## src/verilog/flash_erase_pkg.sv

```systemverilog
// Shared constants for the serial flash erase link: command codes, status bits,
// erase times and the register map of the controller end.
// Assumes both ends run on one 100 MHz clock, aclk.
package flash_erase_pkg;

  ////////////////////////////////////////////////////////////////////////////////
  // Command codes
  localparam logic [7:0] CMD_WRITE_ENABLE    = 8'h06;
  localparam logic [7:0] CMD_WRITE_DISABLE   = 8'h04;
  localparam logic [7:0] CMD_READ_STATUS     = 8'h05;
  localparam logic [7:0] CMD_READ_FLAGS      = 8'h70;
  localparam logic [7:0] CMD_CLEAR_FLAGS     = 8'h50;
  localparam logic [7:0] CMD_SUBSECTOR_ERASE = 8'h20;
  localparam logic [7:0] CMD_SECTOR_ERASE    = 8'hd8;
  localparam logic [7:0] CMD_DIE_ERASE       = 8'hc4;
  localparam logic [7:0] CMD_BULK_ERASE      = 8'hc7;
  localparam logic [7:0] CMD_SUSPEND         = 8'h75;
  localparam logic [7:0] CMD_RESUME          = 8'h7a;

  ////////////////////////////////////////////////////////////////////////////////
  // Frame layout
  localparam int ADDR_BITS          = 24;
  localparam int SUBSECTOR_LOW_BITS = 12;
  localparam int SECTOR_LOW_BITS    = 16;
  localparam int SECTORS            = 1 << (ADDR_BITS - SECTOR_LOW_BITS);
  localparam logic [1:0] MODE_EXTENDED = 2'h0;
  localparam logic [1:0] MODE_DUAL     = 2'h1;
  localparam logic [1:0] MODE_QUAD     = 2'h2;

  typedef enum logic [1:0] {
    KIND_SUBSECTOR = 2'h0,
    KIND_SECTOR    = 2'h1,
    KIND_DIE       = 2'h2,
    KIND_BULK      = 2'h3
  } erase_kind_t;

  // Status and flag status bit positions
  localparam int STAT_WIP_BIT      = 0;
  localparam int STAT_WEL_BIT      = 1;
  localparam int FLAG_READY_BIT    = 7;
  localparam int FLAG_SUSPEND_BIT  = 6;
  localparam int FLAG_ERASE_ERR_BIT = 5;
  localparam int FLAG_PROT_ERR_BIT = 1;

  ////////////////////////////////////////////////////////////////////////////////
  // Timing
  localparam int CLK_PERIOD_NS           = 10;
  localparam int SUBSECTOR_ERASE_TIME_US = 100;
  localparam int SECTOR_ERASE_TIME_US    = 700;
  localparam int DIE_ERASE_TIME_US       = 2000;
  localparam int BULK_ERASE_TIME_US      = 4000;
  localparam int ERASE_LIMIT_FACTOR      = 2;
  localparam int LINK_HALF_CYCLES        = 4;
  localparam int CS_GAP_CYCLES           = 8;

  ////////////////////////////////////////////////////////////////////////////////
  // Controller register map (AXI4-Lite byte offsets)
  localparam logic [7:0] REG_LINK_ADDR = 8'h00;
  localparam logic [7:0] REG_LINK_CMD  = 8'h04;
  localparam logic [7:0] REG_LINK_STAT = 8'h08;
  localparam int CMD_OP_LSB      = 0;
  localparam int CMD_MODE_LSB    = 8;
  localparam int CMD_ADDR_EN_BIT = 10;
  localparam int CMD_READ_EN_BIT = 11;
  localparam int STAT_BUSY_BIT   = 0;
  localparam int STAT_RX_LSB     = 8;
  localparam logic [1:0] RESP_OKAY   = 2'h0;
  localparam logic [1:0] RESP_SLVERR = 2'h2;

  // Log2 of the lanes used per serial clock in a mode
  function automatic logic [1:0] lane_shift(input logic [1:0] mode);
    lane_shift = (mode == MODE_QUAD) ? 2'h2 : (mode == MODE_DUAL) ? 2'h1 : 2'h0;
  endfunction

endpackage

```

## src/verilog/flash_link_if.sv

```systemverilog
// Serial link between the flash controller and the flash erase logic.
// Data lines run controller to flash only; status returns on one line.
interface flash_link_if;
  logic       cs_n;
  logic       sclk;
  logic [3:0] serial_data_in_line;
  logic       status_out_line;

  modport host (output cs_n, output sclk, output serial_data_in_line, input status_out_line);
  modport device (input cs_n, input sclk, input serial_data_in_line, output status_out_line);
endinterface

```

## src/verilog/flash_erase_device.sv

```systemverilog
// Flash end of the erase link: decodes frames, keeps the write enable latch,
// status and flag status, and times subsector, sector, die and bulk erases.
// Assumes the array reports stalls on erase_stall and exposes its sector locks.

module flash_erase_device #(
  parameter int unsigned SUBSECTOR_ERASE_CYCLES =
    flash_erase_pkg::SUBSECTOR_ERASE_TIME_US * 1000 / flash_erase_pkg::CLK_PERIOD_NS,
  parameter int unsigned SECTOR_ERASE_CYCLES =
    flash_erase_pkg::SECTOR_ERASE_TIME_US * 1000 / flash_erase_pkg::CLK_PERIOD_NS,
  parameter int unsigned DIE_ERASE_CYCLES =
    flash_erase_pkg::DIE_ERASE_TIME_US * 1000 / flash_erase_pkg::CLK_PERIOD_NS,
  parameter int unsigned BULK_ERASE_CYCLES =
    flash_erase_pkg::BULK_ERASE_TIME_US * 1000 / flash_erase_pkg::CLK_PERIOD_NS,
  parameter bit          BULK_SUPPORTED = 1'b1
) (
  // Clock and reset
  input  wire logic                                  aclk,
  input  wire logic                                  aresetn,
  // Link
  flash_link_if.device                               link,
  input  wire logic [1:0]                            link_mode,
  // Array side
  input  wire logic [flash_erase_pkg::SECTORS-1:0]   sector_lock,
  input  wire logic                                  erase_stall,
  output logic                                       erase_start,
  output logic                                       erase_done,
  output flash_erase_pkg::erase_kind_t               erase_kind,
  output logic [flash_erase_pkg::ADDR_BITS-1:0]      erase_base,
  output logic                                       erase_running
);

  typedef enum logic [2:0] {ST_IDLE = 3'b001, ST_ERASE = 3'b010, ST_SUSP = 3'b100} dev_state_t;

  dev_state_t  st;
  logic        cs_s1, cs_s2, cs_s3;
  logic        ck_s1, ck_s2, ck_s3;
  logic [3:0]  dq_s1, dq_s2;
  logic [31:0] rx;
  logic [5:0]  cnt;
  logic        reading;
  logic        read_flags;
  logic [2:0]  out_idx;
  logic [7:0]  tx;
  logic        wel;
  logic        prot_err;
  logic        erase_err;
  logic        susp_flag;
  logic [31:0] progress;
  logic [31:0] elapsed;
  logic [31:0] dur_q;
  logic [31:0] limit_q;

  ////////////////////////////////////////////////////////////////////////////////
  // Pin synchronisers
  always_ff @(posedge aclk) begin
    if (!aresetn) begin
      {cs_s1, cs_s2, cs_s3} <= 3'h7;
      {ck_s1, ck_s2, ck_s3} <= 3'h0;
      dq_s1 <= 4'h0;
      dq_s2 <= 4'h0;
    end else begin
      {cs_s1, cs_s2, cs_s3} <= {link.cs_n, cs_s1, cs_s2};
      {ck_s1, ck_s2, ck_s3} <= {link.sclk, ck_s1, ck_s2};
      dq_s1 <= link.serial_data_in_line;
      dq_s2 <= dq_s1;
    end
  end

  wire       in_frame = !cs_s2;
  wire       ck_rise  = in_frame && ck_s2 && !ck_s3;
  wire       ck_fall  = in_frame && !ck_s2 && ck_s3;
  wire       cs_rise  = cs_s2 && !cs_s3;
  wire [1:0] sh       = flash_erase_pkg::lane_shift(link_mode);
  wire [5:0] cnt_next = cnt + (6'h01 << sh);
  wire [31:0] rx_next = (sh == 2'h2) ? {rx[27:0], dq_s2} :
                        (sh == 2'h1) ? {rx[29:0], dq_s2[1:0]} : {rx[30:0], dq_s2[0]};

  ////////////////////////////////////////////////////////////////////////////////
  // Frame capture and status read-out
  always_ff @(posedge aclk) begin
    if (!aresetn || !in_frame) begin
      rx         <= 32'h0000_0000;
      cnt        <= 6'h00;
      reading    <= 1'b0;
      read_flags <= 1'b0;
    end else if (ck_rise && cnt <= 6'd32) begin
      // Command and address bits taken on rising serial clock
      rx  <= rx_next;
      cnt <= cnt_next;
      if (cnt_next == 6'd8 && sh == 2'h0 && (rx_next[7:0] == flash_erase_pkg::CMD_READ_STATUS ||
          rx_next[7:0] == flash_erase_pkg::CMD_READ_FLAGS)) begin
        reading    <= 1'b1;
        read_flags <= rx_next[7:0] == flash_erase_pkg::CMD_READ_FLAGS;
      end
    end
  end

  wire running = st == ST_ERASE;
  wire idle    = st == ST_IDLE;
  wire [7:0] status_byte = {6'h00, wel, running};
  wire [7:0] flag_byte   = {!running, susp_flag, erase_err, 3'h0, prot_err, 1'b0};
  wire [7:0] out_byte    = read_flags ? flag_byte : status_byte;

  // Status stays readable during an erase
  always_ff @(posedge aclk) begin
    if (!aresetn || !in_frame) begin
      out_idx              <= 3'h0;
      tx                   <= 8'h00;
      link.status_out_line <= 1'b0;
    end else if (ck_fall && reading) begin
      out_idx <= out_idx + 3'h1;
      if (out_idx == 3'h0) begin
        link.status_out_line <= out_byte[7];
        tx                   <= {out_byte[6:0], 1'b0};
      end else begin
        link.status_out_line <= tx[7];
        tx                   <= {tx[6:0], 1'b0};
      end
    end
  end

  ////////////////////////////////////////////////////////////////////////////////
  // Command decode at the end of a frame
  // Only whole frames of exact length count
  // The counter holds bits, whatever the lane count
  wire       short_f  = cnt == 6'd8;
  wire       long_f   = cnt == 6'd32;
  wire [7:0] op       = long_f ? rx[31:24] : rx[7:0];
  wire [23:0] addr    = rx[23:0];
  wire is_sub  = long_f && op == flash_erase_pkg::CMD_SUBSECTOR_ERASE;
  wire is_sec  = long_f && op == flash_erase_pkg::CMD_SECTOR_ERASE;
  wire is_die  = long_f && op == flash_erase_pkg::CMD_DIE_ERASE;
  wire is_bulk = short_f && op == flash_erase_pkg::CMD_BULK_ERASE && BULK_SUPPORTED;

  flash_erase_pkg::erase_kind_t req_kind;
  assign req_kind = is_sub ? flash_erase_pkg::KIND_SUBSECTOR : is_sec ? flash_erase_pkg::KIND_SECTOR :
                    is_die ? flash_erase_pkg::KIND_DIE : flash_erase_pkg::KIND_BULK;

  // Erases are ignored while busy or suspended
  wire erase_req  = cs_rise && idle && (is_sub || is_sec || is_die || is_bulk);
  // Whole die or device is refused on any lock
  wire req_locked = (is_die || is_bulk) ? |sector_lock
                    : sector_lock[addr[flash_erase_pkg::ADDR_BITS-1:flash_erase_pkg::SECTOR_LOW_BITS]];
  wire erase_go     = erase_req && wel && !req_locked;
  wire erase_refuse = erase_req && wel && req_locked;
  wire cmd_short    = cs_rise && short_f && !running;
  wire do_wren      = cmd_short && op == flash_erase_pkg::CMD_WRITE_ENABLE;
  wire do_wrdi      = cmd_short && op == flash_erase_pkg::CMD_WRITE_DISABLE && !prot_err;
  wire do_clear     = cmd_short && op == flash_erase_pkg::CMD_CLEAR_FLAGS;
  wire do_suspend   = cs_rise && short_f && running && op == flash_erase_pkg::CMD_SUSPEND &&
                      (erase_kind == flash_erase_pkg::KIND_SUBSECTOR || erase_kind == flash_erase_pkg::KIND_SECTOR);
  wire do_resume    = cs_rise && short_f && st == ST_SUSP && op == flash_erase_pkg::CMD_RESUME;

  // Low address bits dropped to give the region base
  wire [23:0] base_sel =
    is_sub ? {addr[23:flash_erase_pkg::SUBSECTOR_LOW_BITS], 12'h000} :
    is_sec ? {addr[23:flash_erase_pkg::SECTOR_LOW_BITS], 16'h0000} : 24'h00_0000;
  wire [31:0] dur_sel =
    is_sub ? 32'(SUBSECTOR_ERASE_CYCLES) : is_sec ? 32'(SECTOR_ERASE_CYCLES) :
    is_die ? 32'(DIE_ERASE_CYCLES) : 32'(BULK_ERASE_CYCLES);
  wire done_ok = running && progress == dur_q;
  wire timeout = running && !done_ok && elapsed == limit_q;

  ////////////////////////////////////////////////////////////////////////////////
  // Erase sequencer
  always_ff @(posedge aclk) begin
    if (!aresetn) begin
      st         <= ST_IDLE;
      progress   <= 32'h0000_0000;
      elapsed    <= 32'h0000_0000;
      dur_q      <= 32'h0000_0001;
      limit_q    <= 32'h0000_0002;
      susp_flag  <= 1'b0;
      erase_kind <= flash_erase_pkg::KIND_SUBSECTOR;
      erase_base <= 24'h00_0000;
    end else begin
      case (st)
        ST_IDLE: begin
          if (erase_go) begin
            // Timed erase starts at select rising
            st         <= ST_ERASE;
            progress   <= 32'h0000_0000;
            elapsed    <= 32'h0000_0000;
            dur_q      <= dur_sel;
            limit_q    <= 32'(dur_sel * flash_erase_pkg::ERASE_LIMIT_FACTOR);
            erase_kind <= req_kind;
            erase_base <= base_sel;
          end
        end
        ST_ERASE: begin
          elapsed <= elapsed + 32'h0000_0001;
          if (!erase_stall) begin
            progress <= progress + 32'h0000_0001;
          end
          if (done_ok || timeout) begin
            st <= ST_IDLE;
          end else if (do_suspend) begin
            st        <= ST_SUSP;
            susp_flag <= 1'b1;
          end
        end
        ST_SUSP: begin
          if (do_resume) begin
            st        <= ST_ERASE;
            susp_flag <= 1'b0;
          end
        end
        default: st <= ST_IDLE;
      endcase
    end
  end

  ////////////////////////////////////////////////////////////////////////////////
  // Write enable latch and error flags; for the latch a clear wins over a set, for the flags a set wins over a clear
  always_ff @(posedge aclk) begin
    if (!aresetn) begin
      wel       <= 1'b0;
      prot_err  <= 1'b0;
      erase_err <= 1'b0;
    end else begin
      if (erase_go || do_clear || do_wrdi || timeout) begin
        wel <= 1'b0;
      end else if (do_wren) begin
        wel <= 1'b1;
      end
      if (erase_refuse) begin
        prot_err <= 1'b1;
      end else if (do_clear) begin
        prot_err <= 1'b0;
      end
      if (erase_refuse || timeout) begin
        erase_err <= 1'b1;
      end else if (do_clear) begin
        erase_err <= 1'b0;
      end
    end
  end

  always_ff @(posedge aclk) begin
    if (!aresetn) begin
      erase_start   <= 1'b0;
      erase_done    <= 1'b0;
      erase_running <= 1'b0;
    end else begin
      erase_start   <= erase_go;
      erase_done    <= done_ok;
      erase_running <= running;
    end
  end

endmodule

```

## src/flat_wrapper.sv

```systemverilog
// flat-port wrapper written by rule: the top's interface ports become plain ports
module flash_erase_device_flat 
#(
  parameter int unsigned SUBSECTOR_ERASE_CYCLES =
    flash_erase_pkg::SUBSECTOR_ERASE_TIME_US * 1000 / flash_erase_pkg::CLK_PERIOD_NS,
  parameter int unsigned SECTOR_ERASE_CYCLES =
    flash_erase_pkg::SECTOR_ERASE_TIME_US * 1000 / flash_erase_pkg::CLK_PERIOD_NS,
  parameter int unsigned DIE_ERASE_CYCLES =
    flash_erase_pkg::DIE_ERASE_TIME_US * 1000 / flash_erase_pkg::CLK_PERIOD_NS,
  parameter int unsigned BULK_ERASE_CYCLES =
    flash_erase_pkg::BULK_ERASE_TIME_US * 1000 / flash_erase_pkg::CLK_PERIOD_NS,
  parameter bit          BULK_SUPPORTED = 1'b1
)
  (aclk, aresetn, link_mode, sector_lock, erase_stall, erase_start, erase_done, erase_kind, erase_base, erase_running, link_cs_n, link_sclk, link_serial_data_in_line, link_status_out_line);
  flash_link_if link_i ();
  input  wire logic aclk;
  input  wire logic aresetn;
  input  wire logic [1:0] link_mode;
  input  wire logic [flash_erase_pkg::SECTORS-1:0] sector_lock;
  input  wire logic erase_stall;
  output logic erase_start;
  output logic erase_done;
  output flash_erase_pkg::erase_kind_t erase_kind;
  output logic [flash_erase_pkg::ADDR_BITS-1:0] erase_base;
  output logic erase_running;
  input wire logic [$bits(link_i.cs_n)-1:0] link_cs_n;
  input wire logic [$bits(link_i.sclk)-1:0] link_sclk;
  input wire logic [$bits(link_i.serial_data_in_line)-1:0] link_serial_data_in_line;
  output wire logic [$bits(link_i.status_out_line)-1:0] link_status_out_line;
  assign link_i.cs_n = link_cs_n;
  assign link_i.sclk = link_sclk;
  assign link_i.serial_data_in_line = link_serial_data_in_line;
  assign link_status_out_line = link_i.status_out_line;
  flash_erase_device #(.SUBSECTOR_ERASE_CYCLES(SUBSECTOR_ERASE_CYCLES), .SECTOR_ERASE_CYCLES(SECTOR_ERASE_CYCLES), .DIE_ERASE_CYCLES(DIE_ERASE_CYCLES), .BULK_ERASE_CYCLES(BULK_ERASE_CYCLES), .BULK_SUPPORTED(BULK_SUPPORTED)) u_core (.aclk(aclk), .aresetn(aresetn), .link(link_i), .link_mode(link_mode), .sector_lock(sector_lock), .erase_stall(erase_stall), .erase_start(erase_start), .erase_done(erase_done), .erase_kind(erase_kind), .erase_base(erase_base), .erase_running(erase_running));
endmodule
```

## config.mk

```make
export PLATFORM = sky130hd
export DESIGN_NAME = flash_erase_device_flat
export DESIGN_NICKNAME = d
export VERILOG_FILES = /design/src/verilog/flash_erase_pkg.sv /design/src/verilog/flash_link_if.sv /design/src/verilog/flash_erase_device.sv /design/src/flat_wrapper.sv
export SDC_FILE = /design/constraint.sdc
export NUM_CORES = 1
export LEC_CHECK = 0
export BUFFER_PORTS_ARGS = -buffer_cell sky130_fd_sc_hd__buf_4
export CORE_ASPECT_RATIO = 1.2
export CORE_MARGIN = 2
export CORE_UTILIZATION = 59
export CTS_CLUSTER_SIZE = 30
export DETAILED_ROUTE_END_ITERATION = 10
export PLACE_DENSITY = 0.91
export SETUP_SLACK_MARGIN = 0.05
export SLEW_MARGIN = 0
export SYNTH_ARGS = -nofsm -noshare
export SYNTH_HDL_FRONTEND = slang
export SYNTH_SLANG_ARGS = --single-unit
```

## constraint.sdc

```tcl
create_clock -name aclk -period 5.98 [get_ports aclk]
set_clock_uncertainty 0.15 [all_clocks]
set_input_delay 0.897 -clock aclk [delete_from_list [all_inputs] [get_ports aclk]]
set_output_delay 0.897 -clock aclk [all_outputs]
set_load 0.01 [all_outputs]
```

After elaboration in Yosys (flattened, before gate mapping)

Cells that the tools add are included.

Register bits: 229
Input port bits: 267
Output and inout port bits: 30
Logic and storage cells: 170

Add/subtract/negate cells: 4
Magnitude comparators: 2
Eq/ne operators: 30
Shift-type cells: 1
Mux-type cells: 35
Bitwise logic cells: 1
Reductions and logical operators: 68

Operator list:

| operator                                                                     | number |
|---|---|
| 256-bit OR reduction                                                         | 1 |
| 32-bit two-way mux                                                           | 6 |
| 32-bit one-hot mux with 2 select lines                                       | 2 |
| 32-bit by 1-bit adder with 32-bit output, second input constant              | 2 |
| 32-bit equality test                                                         | 2 |
| 24-bit two-way mux                                                           | 2 |
| 8-bit by 7-bit equality test with 1-bit output, second input constant        | 4 |
| 1-bit logical AND                                                            | 32 |
| 8-bit by 3-bit equality test with 1-bit output, second input constant        | 3 |
| 8-bit equality test, second input constant                                   | 3 |
| 8-bit two-way mux                                                            | 3 |
| 19-bit two-way mux                                                           | 1 |
| 6-bit by 4-bit equality test with 1-bit output, second input constant        | 2 |
| 1-bit logical OR                                                             | 12 |
| 3-bit two-way mux                                                            | 4 |
| 1-bit two-way mux                                                            | 11 |
| 1-bit logical NOT                                                            | 9 |
| 8-bit by 9-bit less-than comparator with 1-bit output, second input constant | 1 |
| 3-bit one-hot mux with 3 select lines                                        | 1 |
| 1-bit binary-select mux with 8-bit select                                    | 1 |
| 8-bit by 6-bit equality test with 1-bit output, second input constant        | 1 |
| 2-bit inequality test, second input constant                                 | 4 |
| 2-bit nonzero test                                                           | 4 |
| 6-bit adder                                                                  | 1 |
| 20 further kinds                                                             | 29 |

Longest topological paths before layout

Depth in word-level cells: 14
Gate-level depth with buffers: 14
Gate-level depth less buffers: 12

Worst setup path before layout

No wires, ideal clock.

Path kind: input -> register
Start: in link_mode[1]
End: reg u_core.read_flags
Setup time: 0.132 ns
Arrival time: 3.697 ns
Required time: 5.698 ns
Path slack: 2.001 ns
Cell stages on the path: 14
Buffers on the path: 3
Cell sequence: inv_1 -> ha_1 -> clkbuf_1 -> buf_1 -> clkbuf_1 -> inv_1 -> fa_1 -> xnor2_1 -> nor3_1 -> nand3_1 -> nor2_1 -> and4_1 -> a21bo_2 -> a21oi_1

Word-level cells in the longest chain between the ends: 10
Elaborated cells between the ends (all ways): 18
Those cells by class: 1 x add/sub; 7 x eq/ne; 1 x shift; 4 x mux; 5 x reduce/logical

RTL lines:

| item                                                                | line                     | text |
|---|---|---|
| start, declared                                                     | flat_wrapper.sv:18       | `input wire logic [1:0] link_mode;` |
| 2-bit by 1-bit equality test with 1-bit output                      | flash_erase_pkg.sv:72    | `lane_shift = (mode == MODE_QUAD) ? 2'h2 : (mode == MODE_DUAL) ? 2'h1 : 2'h0;` |
| 1-bit two-way mux                                                   | flash_erase_pkg.sv:72    |  |
| 2-bit two-way mux *                                                 | flash_erase_pkg.sv:72    |  |
| parallel branches: the longest is 7 deep, another holds 6-bit adder | n/a                      |  |
| end signal, assigned                                                | flash_erase_device.sv:93 | `read_flags <= rx_next[7:0] == flash_erase_pkg::CMD_READ_FLAGS;` |
| end, declared                                                       | flash_erase_device.sv:41 | `logic read_flags;` |

Mark *: on every way between the ends.
A chain may end at the register's enable or synchronous reset.

Worst setup path in the final report

Start: reg u_core.rx[18]
End: reg u_core.elapsed[17]

Word-level cells in the longest chain between the ends: 7

RTL lines:

| item                                      | line                      | text |
|---|---|---|
| start, declared                           | flash_erase_device.sv:38  | `logic [31:0] rx;` |
| start signal, assigned                    | flash_erase_device.sv:88  | `rx <= rx_next;` |
| 1-bit binary-select mux with 8-bit select | flash_erase_device.sv:143 | `: sector_lock[addr[flash_erase_pkg::ADDR_BITS-1:flash_erase_pkg::SECTOR_LOW_BITS]];` |
| 1-bit two-way mux (implied by the code)   | flash_erase_device.sv:143 |  |
| 1-bit two-way mux                         | flash_erase_device.sv:142 | `wire req_locked = (is_die \|\| is_bulk) ? \|sector_lock` |
| 1-bit logical NOT                         | flash_erase_device.sv:144 | `wire erase_go = erase_req && wel && !req_locked;` |
| 1-bit logical AND                         | flash_erase_device.sv:144 |  |
| 2-bit inequality test (no line)           | n/a                       |  |
| 2-bit AND reduction (no line)             | n/a                       |  |
| end signal, assigned                      | flash_erase_device.sv:191 | `elapsed <= elapsed + 32'h0000_0001;` |
| end, declared                             | flash_erase_device.sv:49  | `logic [31:0] elapsed;` |

No other way between the ends. The select of a mux whose other input is x is not followed.

==> flow_summary.ini <==
[clock_network]
postCtsHoldBufs = 0
clk_path_buf_depth = 2
path_clk_slew_ns = 0.07
cts_buffers = 17
post_cts_buffers = 0
cts_tree = built
htreeDepth = 4
cts-root-buf = clkbuf_16
clock-sinks = 162
clock_latency_ns = 0.44
cts.repair.resized = 0

[final_layout]
syn_to_final_growth_pct = 23.5
final_layout_size_suffix_gt1_share_pct = 24.5
nets = 1903

[timing]
rsz0062_at_grt = false
hold_viol = 0
fmax_ghz = 0.210
worstMarginPinSlew_ns = 1.15
slew_viol_final = 0
fin_crit_sh_pct = 79.5
finalSetupTns_ns = 0
whs_ns = 0.264
timing.final.crit_period_ns = 4.76
slew_headroom_pct = 23.0
setup_viol = 0

[placement]
port_buffers = 284
place_hpwl_um = 31100
gp_congestion = 1.01

[hold_path]
min_path_cells = 1
hold_end = u_core.cs_s2
hold_path.class = reg2reg
min_from = u_core.cs_s1

[setup_path]
cp.arrival_ns = 4.88
rr_startpoint = u_core.rx[18]
worst_r2r_endpoint = u_core.elapsed[17]
required_ns = 6.11
r2r.worst_path.cells = 8
path_class = reg2reg
endpoint_kind = flop
reg2reg_slack_ns = 1.22
path_max_fanout = 69
start_kind = flop

[floorplanning]
row_count = 55
dieArea_um2 = 20400
die_y_um = 156
die_x_um = 131
design.core.area_um2 = 18900
start_util_pct = 60.2
pin_count = 297

[global_route]
grt.overflow.total = 0
grt_max_degree = 70
grt_first_pass_wirelength_um = 64000
grt_pass1_vias = 12300
gr-usage-all-layers_pct = 40.2
antenna_found_initial = 2

[power_and_ir_drop]
ir_drop_mv = 0.184
p_leak_nw = 5.03
power_density_nw_per_um2 = 178

[status]
status = complete, no violations

[synthesis]
synth_top_area_share_pct = 28.6
ys_types = 74
syn_avg_cell_area_um2 = 8.06
synth_edf_count = 0
yosys_warnings = 0
synth-seq-cells = 162
syn_inst = 1410
netlist_area_um2 = 11400
synth-main-ff-cell = dfxtp_1
synthTopCellsByArea = dfxtp_1, mux4_2, nand2_1
ys_seq_area_share_pct = 28.6
ys_async_sr_fraction_pct = 0
yosysTopAreaCell = dfxtp_1

[drt]
drtPass1Iterations = 6
num_vias = 12800
drtAntennaViolNets = 0
vias_per_cell = 6.78
drc = 0
drt_iter0_markers = 1759
wl_um = 41400
wl_per_cell_um = 21.8

[job]
cap_violations = 0
==> layout by cell type, fill, tap and decap left out, types with 27 or more instances in the layout <==
cell and instances:
a21oi_1 108, a31oi_1 48, and3_1 27, buf_4 298, dfxtp_1 160, mux2i_1 55
mux4_2 51, nand2_1 209, nand3_1 66, nand4_1 43, nor2_1 87, nor4_1 90
o21ai_0 67
==> critical path: stages (launching register included) <==
cell      delay (ns)
dfxtp_4         0.98
mux4_2          0.60
a22o_1          0.24
or4b_1          0.55
o41ai_1         0.74
o41ai_2         0.11
buf_4           0.29
nand2_1         0.68
a311oi_1        0.21
==> layer usage <==
| layer | track usage [%] | wire length (um) | vias to the layer above |
|---|---|---|---|
| met3 | 8.78 | 4180 | 182 |
| met2 | 67.3 | 19900 | 892 |
| met1 | 48.3 | 14900 | 6051 |
| li1 | - | - | 5721 |
| met5 | 0 | 0 | - |
| met4 | 20.8 | 2370 | 0 |
==> metrics by stage <==
step	power, mW	utilization [%]	instances	worst slack (ns)	cell area (um^2)
after global routing	2.56	74.4	1895	1.04	14000
after CTS	2.49	74.4	1893	1.32	14000
final	2.50	74.4	1895	1.22	14000
after floorplan	1.20	-	1421	2.00	11400
after global placement	1.39	71.2	1861	1.39	13400
after detailed placement	1.39	71.2	1861	1.31	13400
==> how the worst max path moves through the flow <==
stage,start,to,cells after the start
floorplan,link_mode[1],u_core.read_flags,14
global placement,u_core.rx[18],u_core.elapsed[17],8
detailed placement,u_core.rx[18],u_core.elapsed[13],8
CTS,u_core.rx[18],u_core.elapsed[17],8
global route,u_core.rx[18],u_core.elapsed[18],8
finish,u_core.rx[18],u_core.elapsed[17],8
==> cell usage after synthesis (all sizes together), types with 3 or more instances <==
cell     number
a2bb2oi       4
and2         19
a41oi         3
ha           11
o21a         12
o211ai        7
mux2          4
a31oi        48
o21ai        67
nand3b        4
nor4b         6
xor2         11
a211oi        6
nor2b        15
buf          48
and3         27
xnor2        17
a21oi       109
o211a         3
dfxtp       162
o22ai         6
o41ai         4
nand4        43
nand3        66
nor2         87
or2           4
mux4         57
clkbuf       66
nand2       209
or3           8
inv          23
nor4         90
a21o          8
a22oi         9
nor3b         8
nor3         22
a311oi       11
mux2i        55
nand2b       15
and4          3
==> flip-flops by register name, indices dropped and copies added (netlist names), 3 cells and up <==
name	count
u_core.limit_q	10
u_core.progress	32
u_core.erase_base	12
u_core.dq_s1	4
u_core.rx	32
u_core.st	3
u_core.tx	7
u_core.elapsed	32
u_core.dq_s2	4
u_core.cnt	6
u_core.out_idx	3
==> cells by family after synthesis <==
group / Yosys count / synth area share [%]
compound gates: 313 / 17.0
other cells: 1 / 0.0330
fa+ha+maj: 12 / 1.39
simple gates: 640 / 28.5
buf+inv: 138 / 5.69
xor+xnor: 28 / 2.16
flops: 162 / 28.6
mux: 116 / 16.7
==> report_power, final <==
group | leakage, nW | internal [mW] | switching (mW)
logic | 3.43 | 0.162 | 0.130
registers | 1.31 | 1.08 | 0.00284
clock network | 0.291 | 0.643 | 0.480
==> area by class of cell <==
class	instances	area [um^2]
multi-input combinational	1121	7530
fill	1404	4820
sequential	162	3250
timing repair buffer	298	2240
clock buffer	19	453
tap	256	320
clock inverter	13	146
inverter	24	90.1
antenna	2	5.00
No activity file was read; power rests on OpenSTA's default activity.
